[src/hw/drc_pkg.sv]
// constants shared by the run command decoder modules
package drc_pkg;
    localparam int          NUM_TERMS         = 5;
    localparam int          FUNC_W            = 7;
    localparam int          ADDR_W            = 8;
    localparam int          DATA_W            = 32;
    localparam int          SYNC_STAGES       = 2;
    // register byte addresses
    localparam logic [7:0]  ADDR_SHUTOFF      = 8'h00;
    localparam logic [7:0]  ADDR_STOP_METHOD  = 8'h04;
    localparam logic [7:0]  ADDR_FUNC_LO      = 8'h08;
    localparam logic [7:0]  ADDR_FUNC_HI      = 8'h0C;
    localparam logic [7:0]  ADDR_COMM         = 8'h10;
    localparam logic [7:0]  ADDR_STATUS       = 8'h14;
    // terminal function codes
    localparam logic [6:0]  FN_SECOND_SET     = 7'h03;
    localparam logic [6:0]  FN_INCHING        = 7'h05;
    localparam logic [6:0]  FN_SHUTOFF        = 7'h18;
    localparam logic [6:0]  FN_STOP_HOLD      = 7'h19;
    localparam logic [6:0]  FN_FORWARD        = 7'h3C;
    localparam logic [6:0]  FN_REVERSE        = 7'h3D;
    localparam logic [6:0]  FN_NONE           = 7'h7F;
    // values after reset
    localparam logic [6:0]  RST_FUNC_T0       = FN_FORWARD;
    localparam logic [6:0]  RST_FUNC_T1       = FN_REVERSE;
    localparam logic [6:0]  RST_FUNC_T2       = 7'h00;
    localparam logic [6:0]  RST_FUNC_T3       = 7'h01;
    localparam logic [6:0]  RST_FUNC_T4       = 7'h02;
    localparam logic [2:0]  RST_SHUTOFF       = 3'h0;
    localparam logic [13:0] RST_STOP_METHOD   = 14'h270F;
    // shutoff contact logic settings
    localparam logic [2:0]  SHUT_NO           = 3'h0;
    localparam logic [2:0]  SHUT_NC           = 3'h2;
    localparam logic [2:0]  SHUT_NC_COMM_NO   = 3'h4;
    // stop method settings
    localparam logic [13:0] STOP_TIMED_MAX    = 14'h0064;
    localparam logic [13:0] STOP_LONG_MIN     = 14'h03E8;
    localparam logic [13:0] STOP_LONG_MAX     = 14'h044C;
    localparam logic [13:0] STOP_THREE_RAMP   = 14'h22B8;
    // timing
    localparam int          CLK_PERIOD_NS     = 20;
    localparam int          SEC_NS            = 1_000_000_000;
    localparam int          SEC_CYCLES        = SEC_NS / CLK_PERIOD_NS;
    localparam int          SHUTOFF_RESP_NS   = 2_000_000;
    localparam int          CMD_RESP_NS       = 20_000_000;
    localparam int          SHUTOFF_RESP_CYC  =
        SHUTOFF_RESP_NS / CLK_PERIOD_NS;
    localparam int          CMD_RESP_CYC      = CMD_RESP_NS / CLK_PERIOD_NS;
    typedef enum logic [1:0] {
        ST_STOP, ST_RUN, ST_DECEL, ST_COAST
    } drc_state_e;
endpackage

[src/hw/drc_core_if.sv]
// signals between the decoder core, its synchroniser and its coast timer
`timescale 1ns/1ns
interface drc_core_if;
    logic [4:0] term;
    logic       timer_run;
    logic [6:0] timer_limit;
    logic       timer_done;
    modport syncer (output term);
    modport timer  (input timer_run, input timer_limit, output timer_done);
    modport core   (input term, input timer_done,
                    output timer_run, output timer_limit);
endinterface

[src/hw/drc_coast_timer.sv]
// seconds timer that orders a coast after start release
`timescale 1ns/1ns
module drc_coast_timer
    import drc_pkg::*;
#(
    parameter int SEC_CYC = SEC_CYCLES
)(
    input  wire logic        clk_in,
    input  wire logic        rst_in,
    drc_core_if.timer        bus
);
    logic [25:0] div_count;
    logic        sec_tick;
    logic [6:0]  sec_count;
    wire         reached = (sec_count >= bus.timer_limit);
    wire         div_wrap = (div_count == 26'(SEC_CYC - 1));

    always_ff @(posedge clk_in) begin
        if (rst_in || !bus.timer_run) begin
            div_count <= 26'h0000000;
            sec_tick  <= 1'b0;
        end else begin
            div_count <= div_wrap ? 26'h0000000 : div_count + 26'h0000001;
            sec_tick  <= div_wrap;
        end
    end

    always_ff @(posedge clk_in) begin
        if (rst_in || !bus.timer_run) begin
            sec_count      <= 7'h00;
            bus.timer_done <= 1'b0;
        end else begin
            if (sec_tick && !reached)
                sec_count <= sec_count + 7'h01;
            bus.timer_done <= reached;
        end
    end

    timer_early_a: assert property (
        @(posedge clk_in) disable iff (rst_in)
        $rose(bus.timer_done) |-> $past(sec_count) >= bus.timer_limit)
        else $error("coast ordered before the delay elapsed");
endmodule

[src/hw/drc_run_cmd.sv]
// run command decoder: shutoff, second set, start and stop method
`timescale 1ns/1ns
// What this block does
// - shutoff function code 24 cuts output
// - no start while shutoff asserted
// - shutoff coasts; plain release ramps down
// - logic 0 normally open, 2 normally closed
// - logic 4: terminal closed, communication open
// - only table combinations enable operation
// - shutoff acts for every command source
// - function code 3 selects second set
// - second set values switch together
// - 9999: forward/reverse inputs, both equal stops
// - 1000-1100, 8888: start plus direction input
// - 0-100 s: coast after that delay
// - 1000-1100: coast after setting minus 1000
// - code 25 stop input enables self-holding
// - start pulse on-off latches that direction
// - stop input release clears hold, ramps
// - inching select ignores stop, no holding
// - shutoff keeps a latched held start
// - shutoff within 2 ms, others 20 ms
// - same function on several terminals ORed
module drc_run_cmd
    import drc_pkg::*;
#(
    parameter int SEC_CYC = SEC_CYCLES
)(
    input  wire logic        REF_CLK_IN,
    input  wire logic        RESET_IN,
    input  wire logic [4:0]  TERM_IN,
    input  wire logic [7:0]  ADDR_IN,
    input  wire logic [31:0] WR_DATA_IN,
    input  wire logic        WR_IN,
    input  wire logic        RD_IN,
    output logic      [31:0] RD_DATA_OUT,
    output logic             GATE_ENABLE_OUT,
    output logic             RUN_OUT,
    output logic             DECEL_OUT,
    output logic             COAST_OUT,
    output logic             REVERSE_OUT,
    output logic             SECOND_SET_OUT
);
    drc_core_if core_bus ();

    drc_sync u_sync (
        .clk_in  (REF_CLK_IN),
        .rst_in  (RESET_IN),
        .term_in (TERM_IN),
        .bus     (core_bus.syncer)
    );

    drc_coast_timer #(.SEC_CYC(SEC_CYC)) u_timer (
        .clk_in (REF_CLK_IN),
        .rst_in (RESET_IN),
        .bus    (core_bus.timer)
    );

    // OR of every terminal that carries the given function code
    function automatic logic fn_on(input logic [34:0] codes,
                                   input logic [4:0]  bits,
                                   input logic [6:0]  code);
        logic hit;
        hit = 1'b0;
        for (int i = 0; i < NUM_TERMS; i++)
            hit = hit | (bits[i] && codes[i*FUNC_W +: FUNC_W] == code);
        return hit;
    endfunction

    // registers
    logic [2:0]  shutoff_logic_select;
    logic [13:0] stop_method_select;
    logic [34:0] func_codes;
    logic        comm_shutoff;
    drc_state_e  state;
    logic        held_run;
    logic        held_rev;
    logic        fwd_prev;
    logic        rev_prev;

    // terminal decoding
    wire [4:0] term          = core_bus.term;
    wire output_shutoff_in   = fn_on(func_codes, term, FN_SHUTOFF);
    wire second_set_select   = fn_on(func_codes, term, FN_SECOND_SET);
    wire forward_start_in    = fn_on(func_codes, term, FN_FORWARD);
    wire reverse_start_in    = fn_on(func_codes, term, FN_REVERSE);
    wire stop_hold_in        = fn_on(func_codes, term, FN_STOP_HOLD);
    wire inching_in          = fn_on(func_codes, term, FN_INCHING);

    // shutoff contact logic, independent of the command source
    wire en_no   = (shutoff_logic_select == SHUT_NO) &&
                   !output_shutoff_in && !comm_shutoff;
    wire en_nc   = (shutoff_logic_select == SHUT_NC) &&
                   output_shutoff_in && comm_shutoff;
    wire en_mix  = (shutoff_logic_select == SHUT_NC_COMM_NO) &&
                   output_shutoff_in && !comm_shutoff;
    wire op_enable = en_no || en_nc || en_mix;

    // stop method decoding
    wire timed_short = (stop_method_select <= STOP_TIMED_MAX);
    wire timed_long  = (stop_method_select >= STOP_LONG_MIN) &&
                       (stop_method_select <= STOP_LONG_MAX);
    wire timed       = timed_short || timed_long;
    wire three_wire  = timed_long ||
                       (stop_method_select == STOP_THREE_RAMP);
    wire [13:0] long_delay = stop_method_select - STOP_LONG_MIN;
    wire [6:0]  coast_limit = timed_long ? long_delay[6:0]
                                         : stop_method_select[6:0];

    // self-holding
    wire hold_mode = stop_hold_in && !inching_in;
    wire fwd_fall  = fwd_prev && !forward_start_in;
    wire rev_fall  = rev_prev && !reverse_start_in;

    // start and direction request
    wire wire_run  = three_wire ? forward_start_in
                               : (forward_start_in ^ reverse_start_in);
    wire run_req   = hold_mode ? held_run : wire_run;
    wire rev_req   = hold_mode ? held_rev : reverse_start_in;

    // run state sequencing
    drc_state_e next_state;
    always_comb begin
        next_state = state;
        if (!op_enable) begin
            next_state = ST_COAST;
        end else begin
            unique case (state)
                ST_STOP, ST_COAST: begin
                    if (run_req)
                        next_state = ST_RUN;
                end
                ST_RUN: begin
                    if (!run_req)
                        next_state = ST_DECEL;
                end
                ST_DECEL: begin
                    if (run_req)
                        next_state = ST_RUN;
                    else if (timed && core_bus.timer_done)
                        next_state = ST_COAST;
                end
            endcase
        end
    end

    wire next_rev = (next_state == ST_RUN) ? rev_req : REVERSE_OUT;

    assign core_bus.timer_run   = (state == ST_DECEL) && timed;
    assign core_bus.timer_limit = coast_limit;

    always_ff @(posedge REF_CLK_IN) begin
        if (RESET_IN) begin
            state           <= ST_STOP;
            GATE_ENABLE_OUT <= 1'b0;
            RUN_OUT         <= 1'b0;
            DECEL_OUT       <= 1'b0;
            COAST_OUT       <= 1'b0;
            REVERSE_OUT     <= 1'b0;
        end else begin
            state           <= next_state;
            GATE_ENABLE_OUT <= (next_state == ST_RUN) ||
                               (next_state == ST_DECEL);
            RUN_OUT         <= (next_state == ST_RUN);
            DECEL_OUT       <= (next_state == ST_DECEL);
            COAST_OUT       <= (next_state == ST_COAST);
            REVERSE_OUT     <= next_rev;
        end
    end

    // second set select drives all second-set parameters at once
    always_ff @(posedge REF_CLK_IN) begin
        if (RESET_IN)
            SECOND_SET_OUT <= 1'b0;
        else
            SECOND_SET_OUT <= second_set_select;
    end

    // self-holding latch; shutoff does not touch it
    always_ff @(posedge REF_CLK_IN) begin
        if (RESET_IN) begin
            held_run <= 1'b0;
            held_rev <= 1'b0;
            fwd_prev <= 1'b0;
            rev_prev <= 1'b0;
        end else begin
            fwd_prev <= forward_start_in;
            rev_prev <= reverse_start_in;
            if (!hold_mode) begin
                held_run <= 1'b0;
                held_rev <= 1'b0;
            end else if (fwd_fall) begin
                held_run <= 1'b1;
                held_rev <= 1'b0;
            end else if (rev_fall) begin
                held_run <= 1'b1;
                held_rev <= 1'b1;
            end
        end
    end

    // register bus
    wire wr_shutoff = WR_IN && (ADDR_IN == ADDR_SHUTOFF);
    wire wr_method  = WR_IN && (ADDR_IN == ADDR_STOP_METHOD);
    wire wr_lo      = WR_IN && (ADDR_IN == ADDR_FUNC_LO);
    wire wr_hi      = WR_IN && (ADDR_IN == ADDR_FUNC_HI);
    wire wr_comm    = WR_IN && (ADDR_IN == ADDR_COMM);
    wire [31:0] status_word = {16'h0000, 3'h0, term,
                               held_rev, held_run, op_enable,
                               SECOND_SET_OUT, REVERSE_OUT,
                               1'b0, state};
    wire [31:0] func_lo_word = {1'b0, func_codes[27:21],
                                1'b0, func_codes[20:14],
                                1'b0, func_codes[13:7],
                                1'b0, func_codes[6:0]};
    logic [31:0] next_rd_data;
    always_comb begin
        next_rd_data = 32'h00000000;
        unique case (ADDR_IN)
            ADDR_SHUTOFF:     next_rd_data = {29'h0, shutoff_logic_select};
            ADDR_STOP_METHOD: next_rd_data = {18'h0, stop_method_select};
            ADDR_FUNC_LO:     next_rd_data = func_lo_word;
            ADDR_FUNC_HI:     next_rd_data = {25'h0, func_codes[34:28]};
            ADDR_COMM:        next_rd_data = {31'h0, comm_shutoff};
            ADDR_STATUS:      next_rd_data = status_word;
            default:          next_rd_data = 32'h00000000;
        endcase
    end

    always_ff @(posedge REF_CLK_IN) begin
        if (RESET_IN)
            RD_DATA_OUT <= 32'h00000000;
        else if (RD_IN)
            RD_DATA_OUT <= next_rd_data;
        else
            RD_DATA_OUT <= 32'h00000000;
    end

    always_ff @(posedge REF_CLK_IN) begin
        if (RESET_IN) begin
            shutoff_logic_select <= RST_SHUTOFF;
            stop_method_select   <= RST_STOP_METHOD;
            func_codes           <= {RST_FUNC_T4, RST_FUNC_T3, RST_FUNC_T2,
                                     RST_FUNC_T1, RST_FUNC_T0};
            comm_shutoff         <= 1'b0;
        end else begin
            if (wr_shutoff)
                shutoff_logic_select <= WR_DATA_IN[2:0];
            if (wr_method)
                stop_method_select <= WR_DATA_IN[13:0];
            if (wr_lo)
                func_codes[27:0] <= {WR_DATA_IN[30:24], WR_DATA_IN[22:16],
                                     WR_DATA_IN[14:8], WR_DATA_IN[6:0]};
            if (wr_hi)
                func_codes[34:28] <= WR_DATA_IN[6:0];
            if (wr_comm)
                comm_shutoff <= WR_DATA_IN[0];
        end
    end

    // checks
    shutoff_cut_a: assert property (
        @(posedge REF_CLK_IN) disable iff (RESET_IN)
        !op_enable |=> COAST_OUT && !GATE_ENABLE_OUT)
        else $error("output not cut while shut off");

    start_refused_a: assert property (
        @(posedge REF_CLK_IN) disable iff (RESET_IN)
        !op_enable && run_req |=> !RUN_OUT)
        else $error("start taken while shut off");

    release_ramp_a: assert property (
        @(posedge REF_CLK_IN) disable iff (RESET_IN)
        state == ST_RUN && !run_req && op_enable |=> DECEL_OUT && !COAST_OUT)
        else $error("start release did not ramp down");

    nc_logic_a: assert property (
        @(posedge REF_CLK_IN) disable iff (RESET_IN)
        shutoff_logic_select == SHUT_NC && !output_shutoff_in |-> !op_enable)
        else $error("open contact failed to shut off");

    mixed_logic_a: assert property (
        @(posedge REF_CLK_IN) disable iff (RESET_IN)
        shutoff_logic_select == SHUT_NC_COMM_NO && comm_shutoff
        |-> !op_enable)
        else $error("communication shutoff ignored");

    second_set_a: assert property (
        @(posedge REF_CLK_IN) disable iff (RESET_IN)
        ##1 SECOND_SET_OUT == $past(second_set_select))
        else $error("second set select not followed");

    two_wire_a: assert property (
        @(posedge REF_CLK_IN) disable iff (RESET_IN)
        !three_wire && !hold_mode && forward_start_in && reverse_start_in
        |-> !run_req)
        else $error("both start inputs did not stop");

    three_dir_a: assert property (
        @(posedge REF_CLK_IN) disable iff (RESET_IN)
        three_wire && !hold_mode && op_enable && forward_start_in &&
        reverse_start_in |=> RUN_OUT && REVERSE_OUT)
        else $error("start with direction did not reverse");

    hold_latch_a: assert property (
        @(posedge REF_CLK_IN) disable iff (RESET_IN)
        hold_mode && fwd_fall |=> held_run && !held_rev)
        else $error("forward pulse not latched");

    stop_clear_a: assert property (
        @(posedge REF_CLK_IN) disable iff (RESET_IN)
        !hold_mode |=> !held_run)
        else $error("held start kept after stop release");

    hold_kept_a: assert property (
        @(posedge REF_CLK_IN) disable iff (RESET_IN)
        held_run && hold_mode |=> held_run)
        else $error("held start lost while stop asserted");

    mix_enable_a: assert property (
        @(posedge REF_CLK_IN) disable iff (RESET_IN)
        shutoff_logic_select == SHUT_NC_COMM_NO && output_shutoff_in &&
        !comm_shutoff && run_req |=> RUN_OUT)
        else $error("closed terminal contact did not enable");

    fwd_rev_run_a: assert property (
        @(posedge REF_CLK_IN) disable iff (RESET_IN)
        !three_wire && !hold_mode && op_enable &&
        (forward_start_in ^ reverse_start_in)
        |=> RUN_OUT && REVERSE_OUT == $past(reverse_start_in))
        else $error("single start input did not run");

    timed_coast_a: assert property (
        @(posedge REF_CLK_IN) disable iff (RESET_IN)
        state == ST_DECEL && timed && core_bus.timer_done && !run_req &&
        op_enable |=> COAST_OUT)
        else $error("coast not ordered after the delay");

    hold_start_a: assert property (
        @(posedge REF_CLK_IN) disable iff (RESET_IN)
        hold_mode && !held_run |=> !RUN_OUT)
        else $error("start input ran without a held pulse");

    inching_hold_a: assert property (
        @(posedge REF_CLK_IN) disable iff (RESET_IN)
        inching_in && stop_hold_in |=> !held_run)
        else $error("self-holding kept while inching");
endmodule

[src/hw/drc_sync.sv]
// two-stage synchroniser for the input terminals
`timescale 1ns/1ns
module drc_sync
    import drc_pkg::*;
(
    input  wire logic        clk_in,
    input  wire logic        rst_in,
    input  wire logic [4:0]  term_in,
    drc_core_if.syncer       bus
);
    logic [4:0] stage1;
    logic [4:0] stage2;

    always_ff @(posedge clk_in) begin
        if (rst_in) begin
            stage1 <= 5'h00;
            stage2 <= 5'h00;
        end else begin
            stage1 <= term_in;
            stage2 <= stage1;
        end
    end

    assign bus.term = stage2;

    sync_delay_a: assert property (
        @(posedge clk_in) disable iff (rst_in)
        ##2 (stage2 == $past(term_in, 2)))
        else $error("terminal synchroniser latency wrong");
endmodule

[config.mk]
export PLATFORM = sky130hd
export DESIGN_NAME = drc_run_cmd
export DESIGN_NICKNAME = d
export VERILOG_FILES = /design/src/hw/drc_pkg.sv /design/src/hw/drc_core_if.sv /design/src/hw/drc_coast_timer.sv /design/src/hw/drc_run_cmd.sv /design/src/hw/drc_sync.sv
export SDC_FILE = /design/constraint.sdc
export NUM_CORES = 1
export LEC_CHECK = 0
export ABC_AREA = 1
export BUFFER_PORTS_ARGS = -buffer_cell sky130_fd_sc_hd__buf_2
export CELL_PAD_IN_SITES_DETAIL_PLACEMENT = 0
export CELL_PAD_IN_SITES_GLOBAL_PLACEMENT = 1
export CORE_UTILIZATION = 35
export DETAILED_ROUTE_END_ITERATION = 16
export MAX_ROUTING_LAYER = met4
export PLACE_DENSITY = 0.68
export SETUP_SLACK_MARGIN = 0.3
export SLEW_MARGIN = 10
export SYNTH_ARGS = -nofsm -noshare
export SYNTH_HDL_FRONTEND = slang
export SYNTH_SLANG_ARGS = --single-unit
[constraint.sdc]
create_clock -name REF_CLK_IN -period 6.9 [get_ports REF_CLK_IN]
set_clock_uncertainty 0.1 [all_clocks]
set_input_delay 2.07 -clock REF_CLK_IN [delete_from_list [all_inputs] [get_ports REF_CLK_IN]]
set_output_delay 2.07 -clock REF_CLK_IN [all_outputs]
set_load 0.1 [all_outputs]
==> results of run 1 <==
## where the power goes
group          switching (W)  internal, W  total (W)  leakage [nW]
registers         0.00000385     0.000809   0.000813          1.12
logic              0.0000660    0.0000220  0.0000880          1.86
clock network       0.000348     0.000621   0.000969         0.306
total               0.000418      0.00145    0.00187          3.29
## worst min-delay path by stage
stage	slack [ns]	end	start	depth (start not counted)
floorplan	0.29	u_sync.bus.term[0]$_SDFF_PP0_	u_sync.stage1[0]$_SDFF_PP0_	2
global placement	0.29	u_sync.bus.term[2]$_SDFF_PP0_	u_sync.stage1[2]$_SDFF_PP0_	2
detailed placement	0.29	u_sync.bus.term[1]$_SDFF_PP0_	u_sync.stage1[1]$_SDFF_PP0_	2
CTS	0.30	u_sync.bus.term[1]$_SDFF_PP0_	u_sync.stage1[1]$_SDFF_PP0_	2
global route	0.32	u_sync.bus.term[1]$_SDFF_PP0_	u_sync.stage1[1]$_SDFF_PP0_	2
finish	0.30	u_sync.bus.term[1]$_SDFF_PP0_	u_sync.stage1[1]$_SDFF_PP0_	2
## metal layers
layer / track usage, % / part of all wire (%) / vias to the layer above
met5: - / 0 / -
met4: 8.364 / 2.1 / 0
met3: 3.127 / 4.1 / 24
met2: 29.70 / 43 / 106
met1: 28.28 / 51 / 2641
li1: - / - / 3082
## logic make-up (layout without fill, tap and decap cells)
| group | count (synthesis) | count (layout) | share of synthesized area, % |
|---|---|---|---|
| buffers and inverters | 172 | 261 | 10.60 |
| xor gates and xnor gates | 6 | 6 | 0.8170 |
| other | 1 | 3 | 0.05830 |
| DFF | 139 | 139 | 43.26 |
| and+or+nand+nor | 419 | 419 | 29.29 |
| AOI/OAI and AO/OA | 148 | 148 | 13.44 |
| adders and majority gates | 13 | 13 | 2.529 |
## synth_stat cells, types with 3 or more instances
cell type  number
nand3_1        43
nor3_2          3
nor3_1         39
inv_1         139
nand4_1        22
a221oi_1        5
nand3b_1        3
o21ai_0        43
nand2_1       157
xor2_1          4
a31oi_1         3
a21oi_1        54
nand2_2         3
buf_1           3
buf_4           3
buf_2           8
nor2_2          5
nand3_2         4
ha_1           13
dfxtp_1       139
inv_2           8
nor4_1          4
a211oi_1        4
nor2_1        124
clkbuf_1        8
o211ai_1       19
o22ai_1        11
nor3b_1         4
## per-stage QoR
step	worst slack, ns	hold slack, ns
CTS	2.904	0.2998
global route	2.493	0.3212
detailed placement	2.460	0.2916
floorplan	3.407	0.2883
finish	2.891	0.2999
global placement	2.443	0.2928
## sequential cells by signal (all words and copies together), names as in the netlist, 2 cells and up
register	count
u_timer.sec_count	7
state	2
shutoff_logic_select	3
u_timer.div_count	26
func_codes	35
RD_DATA_OUT	29
u_sync.stage1	5
u_sync.bus.term	5
stop_method_select	14
## critical path: cells and delay by family
kind                   cells  cell delay, ns
buffers and inverters      6            1.09
and+or+nand+nor            4            0.60
AOI/OAI and AO/OA          2            0.40
## cell type report
cell class | instances | area [um^2]
Sequential cell | 139 | 2783
Tap cell | 229 | 286.5
Inverter | 148 | 555.5
Multi-Input combinational cell | 589 | 2975
Clock inverter | 10 | 165.2
Timing Repair Buffer | 83 | 422.9
Clock buffer | 20 | 456.7
Fill cell | 1912 | 10320
## placed cells by master, fill, tap and decap left out, drive strengths merged, types with 2 or more instances in the layout
master	instances
o211ai	19
a211oi	5
xnor2	2
o22ai	11
nand3b	3
nor3b	4
clkbuf	20
a21oi	54
nor4	4
xor2	4
nor2	129
nand3	47
and3	3
ha	13
a221oi	5
a31oi	3
inv	148
buf	83
o21ai	44
bufinv	4
nor3	44
nand4	24
nand2	160
dfxtp	139
conb	3
clkinv	6
==> results.md, run 1 <==
* Slowest-stage cell, CP: inv_1
* Seq cells post-synth at 139
* YS warnings at 0
* Startpoint types: input port
* Final Hold Vio Count at 0
* GR Overflow Total at 0
* Root Buffer Master: clkbuf_16
* Max IR drop VDD at 0.1660 mV
* Pin count of the biggest net entering global routing at 49
* Post-synth EDFFs at 0
* Worst reg2reg setup slack at 3.91 ns
* CTS HTree Levels at 4
* CP dominant cell by count: inv_1
* PD cells at 244.6 mW/mm^2
* Design area at 0.007645 mm^2
* Yosys top cell by area: dfxtp_1
* Area grow syn2layout at 18.85%
* Routed wire length at 17690 um
* Die area at 0.01892 mm^2
* TritonCTS clock tree: done
* WP data required at 7.08 ns
* RSZ-0062 raised after global routing: no
* Post-layout min period at 4.009 ns
* Placeable Area at 0.01796 mm^2
* Rel. slew slack at 36.85%
* Synthesized area at 0.006432 mm^2
* First-pass GRT wire length at 28170 um
* Avg Inst Size Synth at 7.163 um^2
* Worst Path Max Fanout at 34
* Setup crit end: func_codes[18]$_SDFFE_PP0P_
* CP cell instances: buf_2, nor2_1, inv_1, nor3_2, inv_2, nor4_1, inv_1, nor2_2, buf_4, inv_1, o21ai_0, a21oi_1
* Crit end category: flip-flop
* Final Cycle Share at 58.10%
* Clk Latency, worst-skew pair at 0.42 ns
* Top-area cell type share of the netlist area at 43.26%
* Initial core utilization at 35.81%
* Area contributors post-synth: dfxtp_1, nand2_1, inv_1
* Routed len/inst at 14.52 um
* Via count at 5853
* Crit Path Class: in2reg
* Cell count after placement at 1188
* Number of max-cap violations at 0
* Die width at 137.6 um
* RR Startpoint: stop_method_select[5]$_SDFFE_PP0P_
* Worst r2r dst: u_timer.sec_count[5]$_SDFFE_PP0P_
* CTS clk-pin slew, worst paths at 0.06 ns
* Top-Level Pins at 87
* Worst Max-Slew Pin Slew at 0.9462 ns
* DRT Pass-1 Iters at 5
* Num CTS Buffers at 17
* CTS resizes at 0
* Vias in the first global route at 5440
* Worst min path class: reg2reg
* Path depth of the worst reg2reg path at 17
* Final non-filler cell total at 1218
* Crit. Startpoint: ADDR_IN[7]
* Hold buffers post-CTS at 0
* Initial antenna violation count at 0
* Final HPWL DP at 13350 um
* Row Count at 49
* Post-DP Area at 0.007023 mm^2
* Via-per-instance ratio at 4.805
* I/O Buffers at 80
* Data arrival time of the critical path at 4.19 ns
* DRT iter0 DRCs at 302
* Num Clock Sinks at 139
* Crit path largest cell delay at 0.47 ns
* Post-CTS setup buffers at 0
* Fmax at 249.5 MHz
* Post-Route Utilization at 42.56%
* Main flop type after synthesis: dfxtp_1
* Share of cells above drive strength 1 at 14.26%
* GP Congestion at 0.8300
* Mapped Cells at 898
* Asr flop ratio synth at 0%
* Status: completed
* Detail Route Antenna Nets at 0
* Final TNS setup at 0 ns
* Power, Total at 0.001870 W
* DRC violations left at 0
* # diodes at 0
* Die Y at 137.6 um
* Synth unique cells at 46
* Clock tree buffer depth at 2
* Lkg Pwr at 3.294 nW
* Final setup fails at 0
* NumNets Final at 1040
* Overall Global Routing Usage at 20.51%
* Slew Limit Fails at 0
* Sequential fraction of the synthesis area at 43.26%
No activity file was read; power rests on OpenSTA's default activity.
==> run 2, diff against run 1 <==
Settings changed: PLACE_DENSITY 0.68 to 0.71.
Clock period 6.9 ns to 3.3 ns, I/O delays scaled along.
==> run 2 against run 1 <==
Net effect: total power increased by 110%; first-iteration DRC count up 40%; wire length grew 0.89%; critical path depth grew 6; combinational power is 110% higher; cell area rose by 1.3%; sequential share of layout area is 0.48 points lower; via count increased by 3.0%; critical path type is now reg2reg.
==> results.md, run 2 (synthesis gave the netlist of run 1 again) <==
* Rel. slew slack at 56.17% (was 36.85%)
* PD cells at 498.1 mW/mm^2 (was 244.6 mW/mm^2)
* DRT Pass-1 Iters at 5 (unchanged)
* Reg with most FFs: func_codes (unchanged)
* Setup crit end: u_timer.sec_count[5]$_SDFFE_PP0P_ (was func_codes[18]$_SDFFE_PP0P_)
* Vias in the first global route at 5376 (was 5440)
* Power, Total at 0.003859 W (was 0.001870 W)
* # diodes at 0 (unchanged)
* Root Buffer Master: clkbuf_16 (unchanged)
* GR Overflow Total at 0 (unchanged)
* Placeable Area at 0.01796 mm^2 (unchanged)
* Worst r2r dst: u_timer.sec_count[5]$_SDFFE_PP0P_ (unchanged)
* Worst min path class: reg2reg (unchanged)
* DRT iter0 DRCs at 424 (was 302)
* Startpoint types: flip-flop (was input port)
* Worst reg2reg setup slack at 0.53 ns (was 3.91 ns)
* CTS HTree Levels at 4 (unchanged)
* Filler cell count at 1911 (was 1912)
* Hold buffers post-CTS at 0 (unchanged)
* Area grow syn2layout at 20.42% (was 18.85%)
* Top-Level Pins at 87 (unchanged)
* Data arrival time of the critical path at 3.03 ns (was 4.19 ns)
* Initial core utilization at 35.81% (unchanged)
* Die area at 0.01892 mm^2 (unchanged)
* Clock tree buffer depth at 2 (unchanged)
* Fmax at 361.6 MHz
* Psw at 0.0009235 W (was 0.0004176 W)
* Crit. Startpoint: stop_method_select[4]$_SDFFE_PP0P_ (was ADDR_IN[7])
* Overall Global Routing Usage at 20.54% (was 20.51%)
* Die width at 137.6 um (unchanged)
* Slew Limit Fails at 0 (unchanged)
* CP cell instances: nor2_1, nor2_1, nand4_1, nand2_2, nand3b_1, nand2_1, nand2_1, ha_1, nand2_1, inv_1, nand4_1, o211a_1, and2_4, nand2_4, nor2_4, nand3_1, a21oi_1, o21a_1 (was buf_2, nor2_1, inv_1, nor3_2, inv_2, nor4_1, inv_1, nor2_2, buf_4, inv_1, o21ai_0, a21oi_1)
* Via count at 6027 (was 5853)
* Crit path largest cell delay at 0.41 ns (was 0.47 ns)
* Max IR drop VDD at 0.3847 mV (was 0.1660 mV)
* Final TNS setup at 0 ns (unchanged)
* Lkg Pwr at 3.340 nW (was 3.294 nW)
* Most frequent cells in the layout: nand2_1, dfxtp_1, inv_1 (unchanged)
* I/O Buffers at 80 (unchanged)
* Clock power share at 51.1% (was 51.8%)
* Area occupied by multi-input gates at 0.003007 mm^2 (was 0.002975 mm^2)
* Pin count of the biggest net entering global routing at 35 (was 49)
* Initial antenna violation count at 0 (unchanged)
* WP data required at 3.56 ns (was 7.08 ns)
* CTS clk-pin slew, worst paths at 0.06 ns (about the same)
* Number of max-cap violations at 0 (unchanged)
* Worst Path Max Fanout at 6 (was 34)
* Post-layout min period at 2.766 ns
* Final Hold Vio Count at 0 (unchanged)
* Worst Max-Slew Pin Slew at 0.6506 ns (was 0.9462 ns)
* FF/Latch Area at 0.002783 mm^2 (unchanged)
* Crit Path Class: reg2reg (was in2reg)
* Via-per-instance ratio at 4.892 (was 4.805)
* Max reg flops at 35 (unchanged)
* Final HPWL DP at 13540 um (was 13350 um)
* Largest regs: func_codes x35, RD_DATA_OUT x29, u_timer.div_count x26 (unchanged)
* Path depth of the worst reg2reg path at 18 (was 17)
* RR Startpoint: stop_method_select[4]$_SDFFE_PP0P_ (was stop_method_select[5]$_SDFFE_PP0P_)
* Crit end category: flip-flop (unchanged)
* Num Clock Sinks at 139 (unchanged)
* Routed len/inst at 14.48 um (was 14.52 um)
* Row Count at 49 (unchanged)
* Power share of the sequential group at 44.1% (was 43.5%)
* Clk Latency, worst-skew pair at 0.42 ns (about the same)
* Final setup fails at 0 (unchanged)
* NumNets Final at 1052 (was 1040)
* Num CTS Buffers at 17 (unchanged)
* Status: completed (unchanged)
* Routed wire length at 17840 um (was 17690 um)
* First-pass GRT wire length at 28610 um (was 28170 um)
* RSZ-0062 raised after global routing: no (unchanged)
* Post-CTS setup buffers at 0 (unchanged)
* Pint at 0.002935 W (was 0.001453 W)
* Commonest non-fill, non-tap cell in the layout: nand2_1 (unchanged)
* DRC violations left at 0 (unchanged)
* Logic pwr share at 4.8% (was 4.7%)
* Final Cycle Share at 83.81%
* Share of cells above drive strength 1 at 15.95% (was 14.26%)
* Detail Route Antenna Nets at 0 (unchanged)
* Slowest-stage cell, CP: dfxtp_1 (was inv_1)
* Die Y at 137.6 um (unchanged)
* TritonCTS clock tree: done (unchanged)
* CTS resizes at 0 (unchanged)
* GP Congestion at 0.9084 (was 0.8300)
* Switching share of total power at 23.94% (was 22.33%)
* CP dominant cell by count: nand2_1 (was inv_1)
## run 2: changes by cell type in the layout (fill, tap and decap cells not counted), sizes merged
cell | before | now
clkbuf | 20 | 19
inv | 148 | 149
buf | 83 | 95
bufinv | 4 | 3
clkinvlp | 0 | 3
## run 2: metal layers
layer / track usage, % / share of wire [%]
met1: 30.41 / 53
met2: 27.47 / 41
met3: 3.642 / 5.0
met4: 6.838 / 1.3
met5: - / 0
## run 2: area by class of cell
type                    instances  area share [%]
multi-input cells             589           38.81
repair buffers                 95           6.623
clock buffers                  19           5.589
inverters                     148           7.172
flip-flops and latches        139           35.92
well taps                     229           3.699
clock inverters                13           2.181
## run 2: worst min-delay path by stage
stage / start / end / slack (ns) / depth (start not counted)
CTS: u_sync.stage1[0]$_SDFF_PP0_ / u_sync.bus.term[0]$_SDFF_PP0_ / 0.31 / 2
floorplan: u_sync.stage1[0]$_SDFF_PP0_ / u_sync.bus.term[0]$_SDFF_PP0_ / 0.29 / 2
detailed placement: u_sync.stage1[0]$_SDFF_PP0_ / u_sync.bus.term[0]$_SDFF_PP0_ / 0.30 / 2
global route: u_sync.stage1[1]$_SDFF_PP0_ / u_sync.bus.term[1]$_SDFF_PP0_ / 0.33 / 2
finish: u_sync.stage1[0]$_SDFF_PP0_ / u_sync.bus.term[0]$_SDFF_PP0_ / 0.30 / 2
global placement: u_sync.stage1[2]$_SDFF_PP0_ / u_sync.bus.term[2]$_SDFF_PP0_ / 0.29 / 2
## run 2: worst max-delay path, delay by kind of cell, from the launching register on
family	cells	cell delay, ns
DFF	1	0.41
buffers and inverters	1	0.04
adders and majority gates	1	0.32
AOI/OAI and AO/OA	3	0.41
and+or+nand+nor	13	1.42
## run 2: stage by stage
stage	utilization (%)	setup slack [ns]	cell area, um^2	instances	hold slack [ns]
4_1_cts	42.95	0.3658	7715	1232	0.3051
3_3_place_gp	39.60	0.4268	7113	1200	0.2924
6_report	43.12	0.5343	7746	1232	0.3018
5_1_grt	43.12	0.3126	7746	1232	0.3279
2_1_floorplan	-	0.7421	6440	900	0.2883
3_5_place_dp	39.60	0.4033	7113	1200	0.2965
## run 2: power by group through the flow
stage / registers (W) / clock network (W) / logic, W
after global routing: 0.00170 / 0.00208 / 0.000203
after global placement: 0.00174 / 0 / 0.000186
after detailed placement: 0.00174 / 0 / 0.000185
after CTS: 0.00170 / 0.00201 / 0.000186
after floorplan: 0.00177 / 0 / 0.0000865
final: 0.00170 / 0.00197 / 0.000185
==> run 3, diff against run 2 <==
Clock period 3.3 ns to 2.53 ns, I/O delays scaled along.
==> run 3 against run 2 <==
Net effect: the run now ends with setup timing left; first-iteration DRC count is 4.5% higher; critical path type unchanged; register-to-register slack worse by 0.55 ns; sequential share of layout area is 2.4 points lower.
==> results.md, run 3 (synthesis gave the netlist of run 1 again) <==
* Final Cycle Share at 100.5% (was 83.81%)
* Via count at 6241 (was 6027)
* NumNets Final at 1103 (was 1052)
* Routed len/inst at 14.24 um (was 14.48 um)
* Row Count at 49 (unchanged)
* Number of max-cap violations at 0 (unchanged)
* Clk Latency, worst-skew pair at 0.43 ns (was 0.42 ns)
* Area grow syn2layout at 30.07% (was 20.42%)
* Worst setup margin at -0.01238 ns (was 0.5343 ns)
* Pin count of the biggest net entering global routing at 35 (unchanged)
* Crit Path Class: reg2reg (unchanged)
* Overall Global Routing Usage at 20.65% (was 20.54%)
* Share of cells above drive strength 1 at 24.57% (was 15.95%)
* Hold path depth at 2 (unchanged)
* Largest regs: func_codes x35, RD_DATA_OUT x29, u_timer.div_count x26 (unchanged)
* Violated checks: setup timing
* Max IR drop VDD at 0.4617 mV (was 0.3847 mV)
* Die Y at 137.6 um (unchanged)
* Commonest non-fill, non-tap cell in the layout: nand2_1 (unchanged)
* Final HPWL DP at 13810 um (was 13540 um)
* # diodes at 0 (unchanged)
* Data arrival time of the critical path at 2.76 ns (was 3.03 ns)
* Switching share of total power at 23.25% (was 23.94%)
* Placeable Area at 0.01796 mm^2 (unchanged)
* Most frequent cells in the layout: nand2_1, inv_1, dfxtp_1 (was nand2_1, dfxtp_1, inv_1)
* Lkg Pwr at 3.630 nW (was 3.340 nW)
* CTS clk-pin slew, worst paths at 0.06 ns (about the same)
* Crit. Startpoint: stop_method_select[3]$_SDFFE_PP1P_ (was stop_method_select[4]$_SDFFE_PP0P_)
* Num CTS Buffers at 17 (unchanged)
* PD cells at 615.7 mW/mm^2 (was 498.1 mW/mm^2)
* RSZ-0062 raised after global routing: yes (was no)
* Psw at 0.001198 W (was 0.0009235 W)
* RR Startpoint: stop_method_select[3]$_SDFFE_PP1P_ (was stop_method_select[4]$_SDFFE_PP0P_)
* GP Congestion at 0.8510 (was 0.9084)
* First-pass GRT wire length at 28570 um (was 28610 um)
* Vias in the first global route at 5550 (was 5376)
* Die width at 137.6 um (unchanged)
* Power share of the sequential group at 43.0% (was 44.1%)
* Num Clock Sinks at 139 (unchanged)
* Worst min path class: reg2reg (unchanged)
* Crit end category: flip-flop (unchanged)
* I/O Buffers at 80 (unchanged)
* Logic pwr share at 4.9% (was 4.8%)
* Post-DP Area at 0.007432 mm^2 (was 0.007113 mm^2)
* Filler cell count at 1837 (was 1911)
* Status: finished, violations left (was completed)
* Hold_sp: u_sync.stage1[2]$_SDFF_PP0_ (was u_sync.stage1[0]$_SDFF_PP0_)
* Cell count after placement at 1235 (was 1200)
* GR Overflow Total at 0 (unchanged)
* Path depth of the worst reg2reg path at 19 (was 18)
* DRT Pass-1 Iters at 5 (unchanged)
* Final TNS setup at -0.01238 ns (was 0 ns)
* Fmax at 393.3 MHz (was 361.6 MHz)
* Slew Limit Fails at 0 (unchanged)
* TritonCTS clock tree: done (unchanged)
* CTS HTree Levels at 4 (unchanged)
* DRT iter0 DRCs at 443 (was 424)
* Via-per-instance ratio at 4.864 (was 4.892)
* Max reg flops at 35 (unchanged)
* Final non-filler cell total at 1283 (was 1232)
* Final Hold Vio Count at 0 (unchanged)
* Initial core utilization at 35.81% (unchanged)
* Detail Route Antenna Nets at 0 (unchanged)
* WP data required at 2.75 ns (was 3.56 ns)
* Clock tree buffer depth at 2 (unchanged)
* Final setup fails at 1 (was 0)
* Pint at 0.003954 W (was 0.002935 W)
* Clock power share at 52.1% (was 51.1%)
* Reg with most FFs: func_codes (unchanged)
* Top-Level Pins at 87 (unchanged)
* Post-layout min period at 2.542 ns (was 2.766 ns)
* Worst Path Max Fanout at 5 (was 6)
* Die area at 0.01892 mm^2 (unchanged)
* Startpoint types: flip-flop (unchanged)
* Root Buffer Master: clkbuf_16 (unchanged)
* Routed wire length at 18260 um (was 17840 um)
* DRC violations left at 0 (unchanged)
* Design area at 0.008367 mm^2 (was 0.007746 mm^2)
* Initial antenna violation count at 0 (unchanged)
## run 3: power groups by stage
| stage | Clock [W] | Combinational, W | Sequential [W] |
|---|---|---|---|
| global placement | 0 | 0.000247 | 0.00227 |
| floorplan | 0 | 0.000113 | 0.00231 |
| CTS | 0.00274 | 0.000250 | 0.00222 |
| finish | 0.00269 | 0.000250 | 0.00222 |
| global route | 0.00284 | 0.000273 | 0.00222 |
| detailed placement | 0 | 0.000248 | 0.00227 |
## run 3: final timing paths
kind | end | slack, ns
setup reg to reg | u_timer.sec_count[6]$_SDFFE_PP0P_ | -0.01
setup / recovery | u_timer.sec_count[6]$_SDFFE_PP0P_ | -0.01
hold / removal | u_sync.bus.term[2]$_SDFF_PP0_ | 0.30
hold reg to reg | u_sync.bus.term[2]$_SDFF_PP0_ | 0.30
## run 3: area by class of cell
cell class / count / area [um^2] / share of cell area, %
Tap cell: 229 / 286.5 / 3.425
Timing Repair Buffer: 146 / 928.4 / 11.10
Clock inverter: 13 / 191.4 / 2.288
Sequential cell: 139 / 2805 / 33.53
Inverter: 148 / 555.5 / 6.640
Multi-Input combinational cell: 589 / 3157 / 37.73
Clock buffer: 19 / 442.9 / 5.294
## run 3: metrics by stage
| stage | hold WS, ns | setup WS, ns | total power (W) | util (%) |
|---|---|---|---|---|
| finish | 0.2990 | -0.01238 | 0.005152 | 46.58 |
| global route | 0.3141 | -0.2447 | 0.005327 | 46.58 |
| CTS | 0.3004 | -0.04617 | 0.005206 | 45.39 |
| detailed placement | 0.2956 | -0.1109 | 0.002514 | 41.37 |
| global placement | 0.2891 | -0.08174 | 0.002513 | 41.37 |
| floorplan | 0.2883 | 0.1059 | 0.002419 | - |
## run 3: per-layer routing
| metal | vias to the layer above | GRT usage [%] | wire length (um) |
|---|---|---|---|
| met3 | 16 | 4.194 | 1055 |
| met4 | 0 | 4.945 | 151 |
| li1 | 3207 | - | - |
| met1 | 2872 | 29.76 | 9352 |
| met2 | 146 | 29.09 | 7704 |
| met5 | - | - | 0 |
## run 3: critical path: stages (launching register included)
cell     delay, ns
dfxtp_4       0.38
nand2_2       0.06
inv_2         0.04
nand2_1       0.05
nand2_1       0.06
nand2_1       0.07
nand2_2       0.11
nand2_4       0.08
buf_6         0.11
buf_4         0.12
xor2_1        0.13
ha_1          0.30
nand4_1       0.09
o211a_1       0.14
and2_4        0.15
nand2_4       0.07
nor2_4        0.13
nand3_2       0.09
o21ai_2       0.12
a21oi_1       0.04
## run 3: repair_timing
action | 4_1_cts | 5_1_grt
pin swaps | 12 | 22
setup endpoints to repair | 16 | 40
hold buffers | 0 | 0
hold endpoints to repair | 0 | 0
gates resized for setup | 26 | 35
buffers inserted | 2 | 14
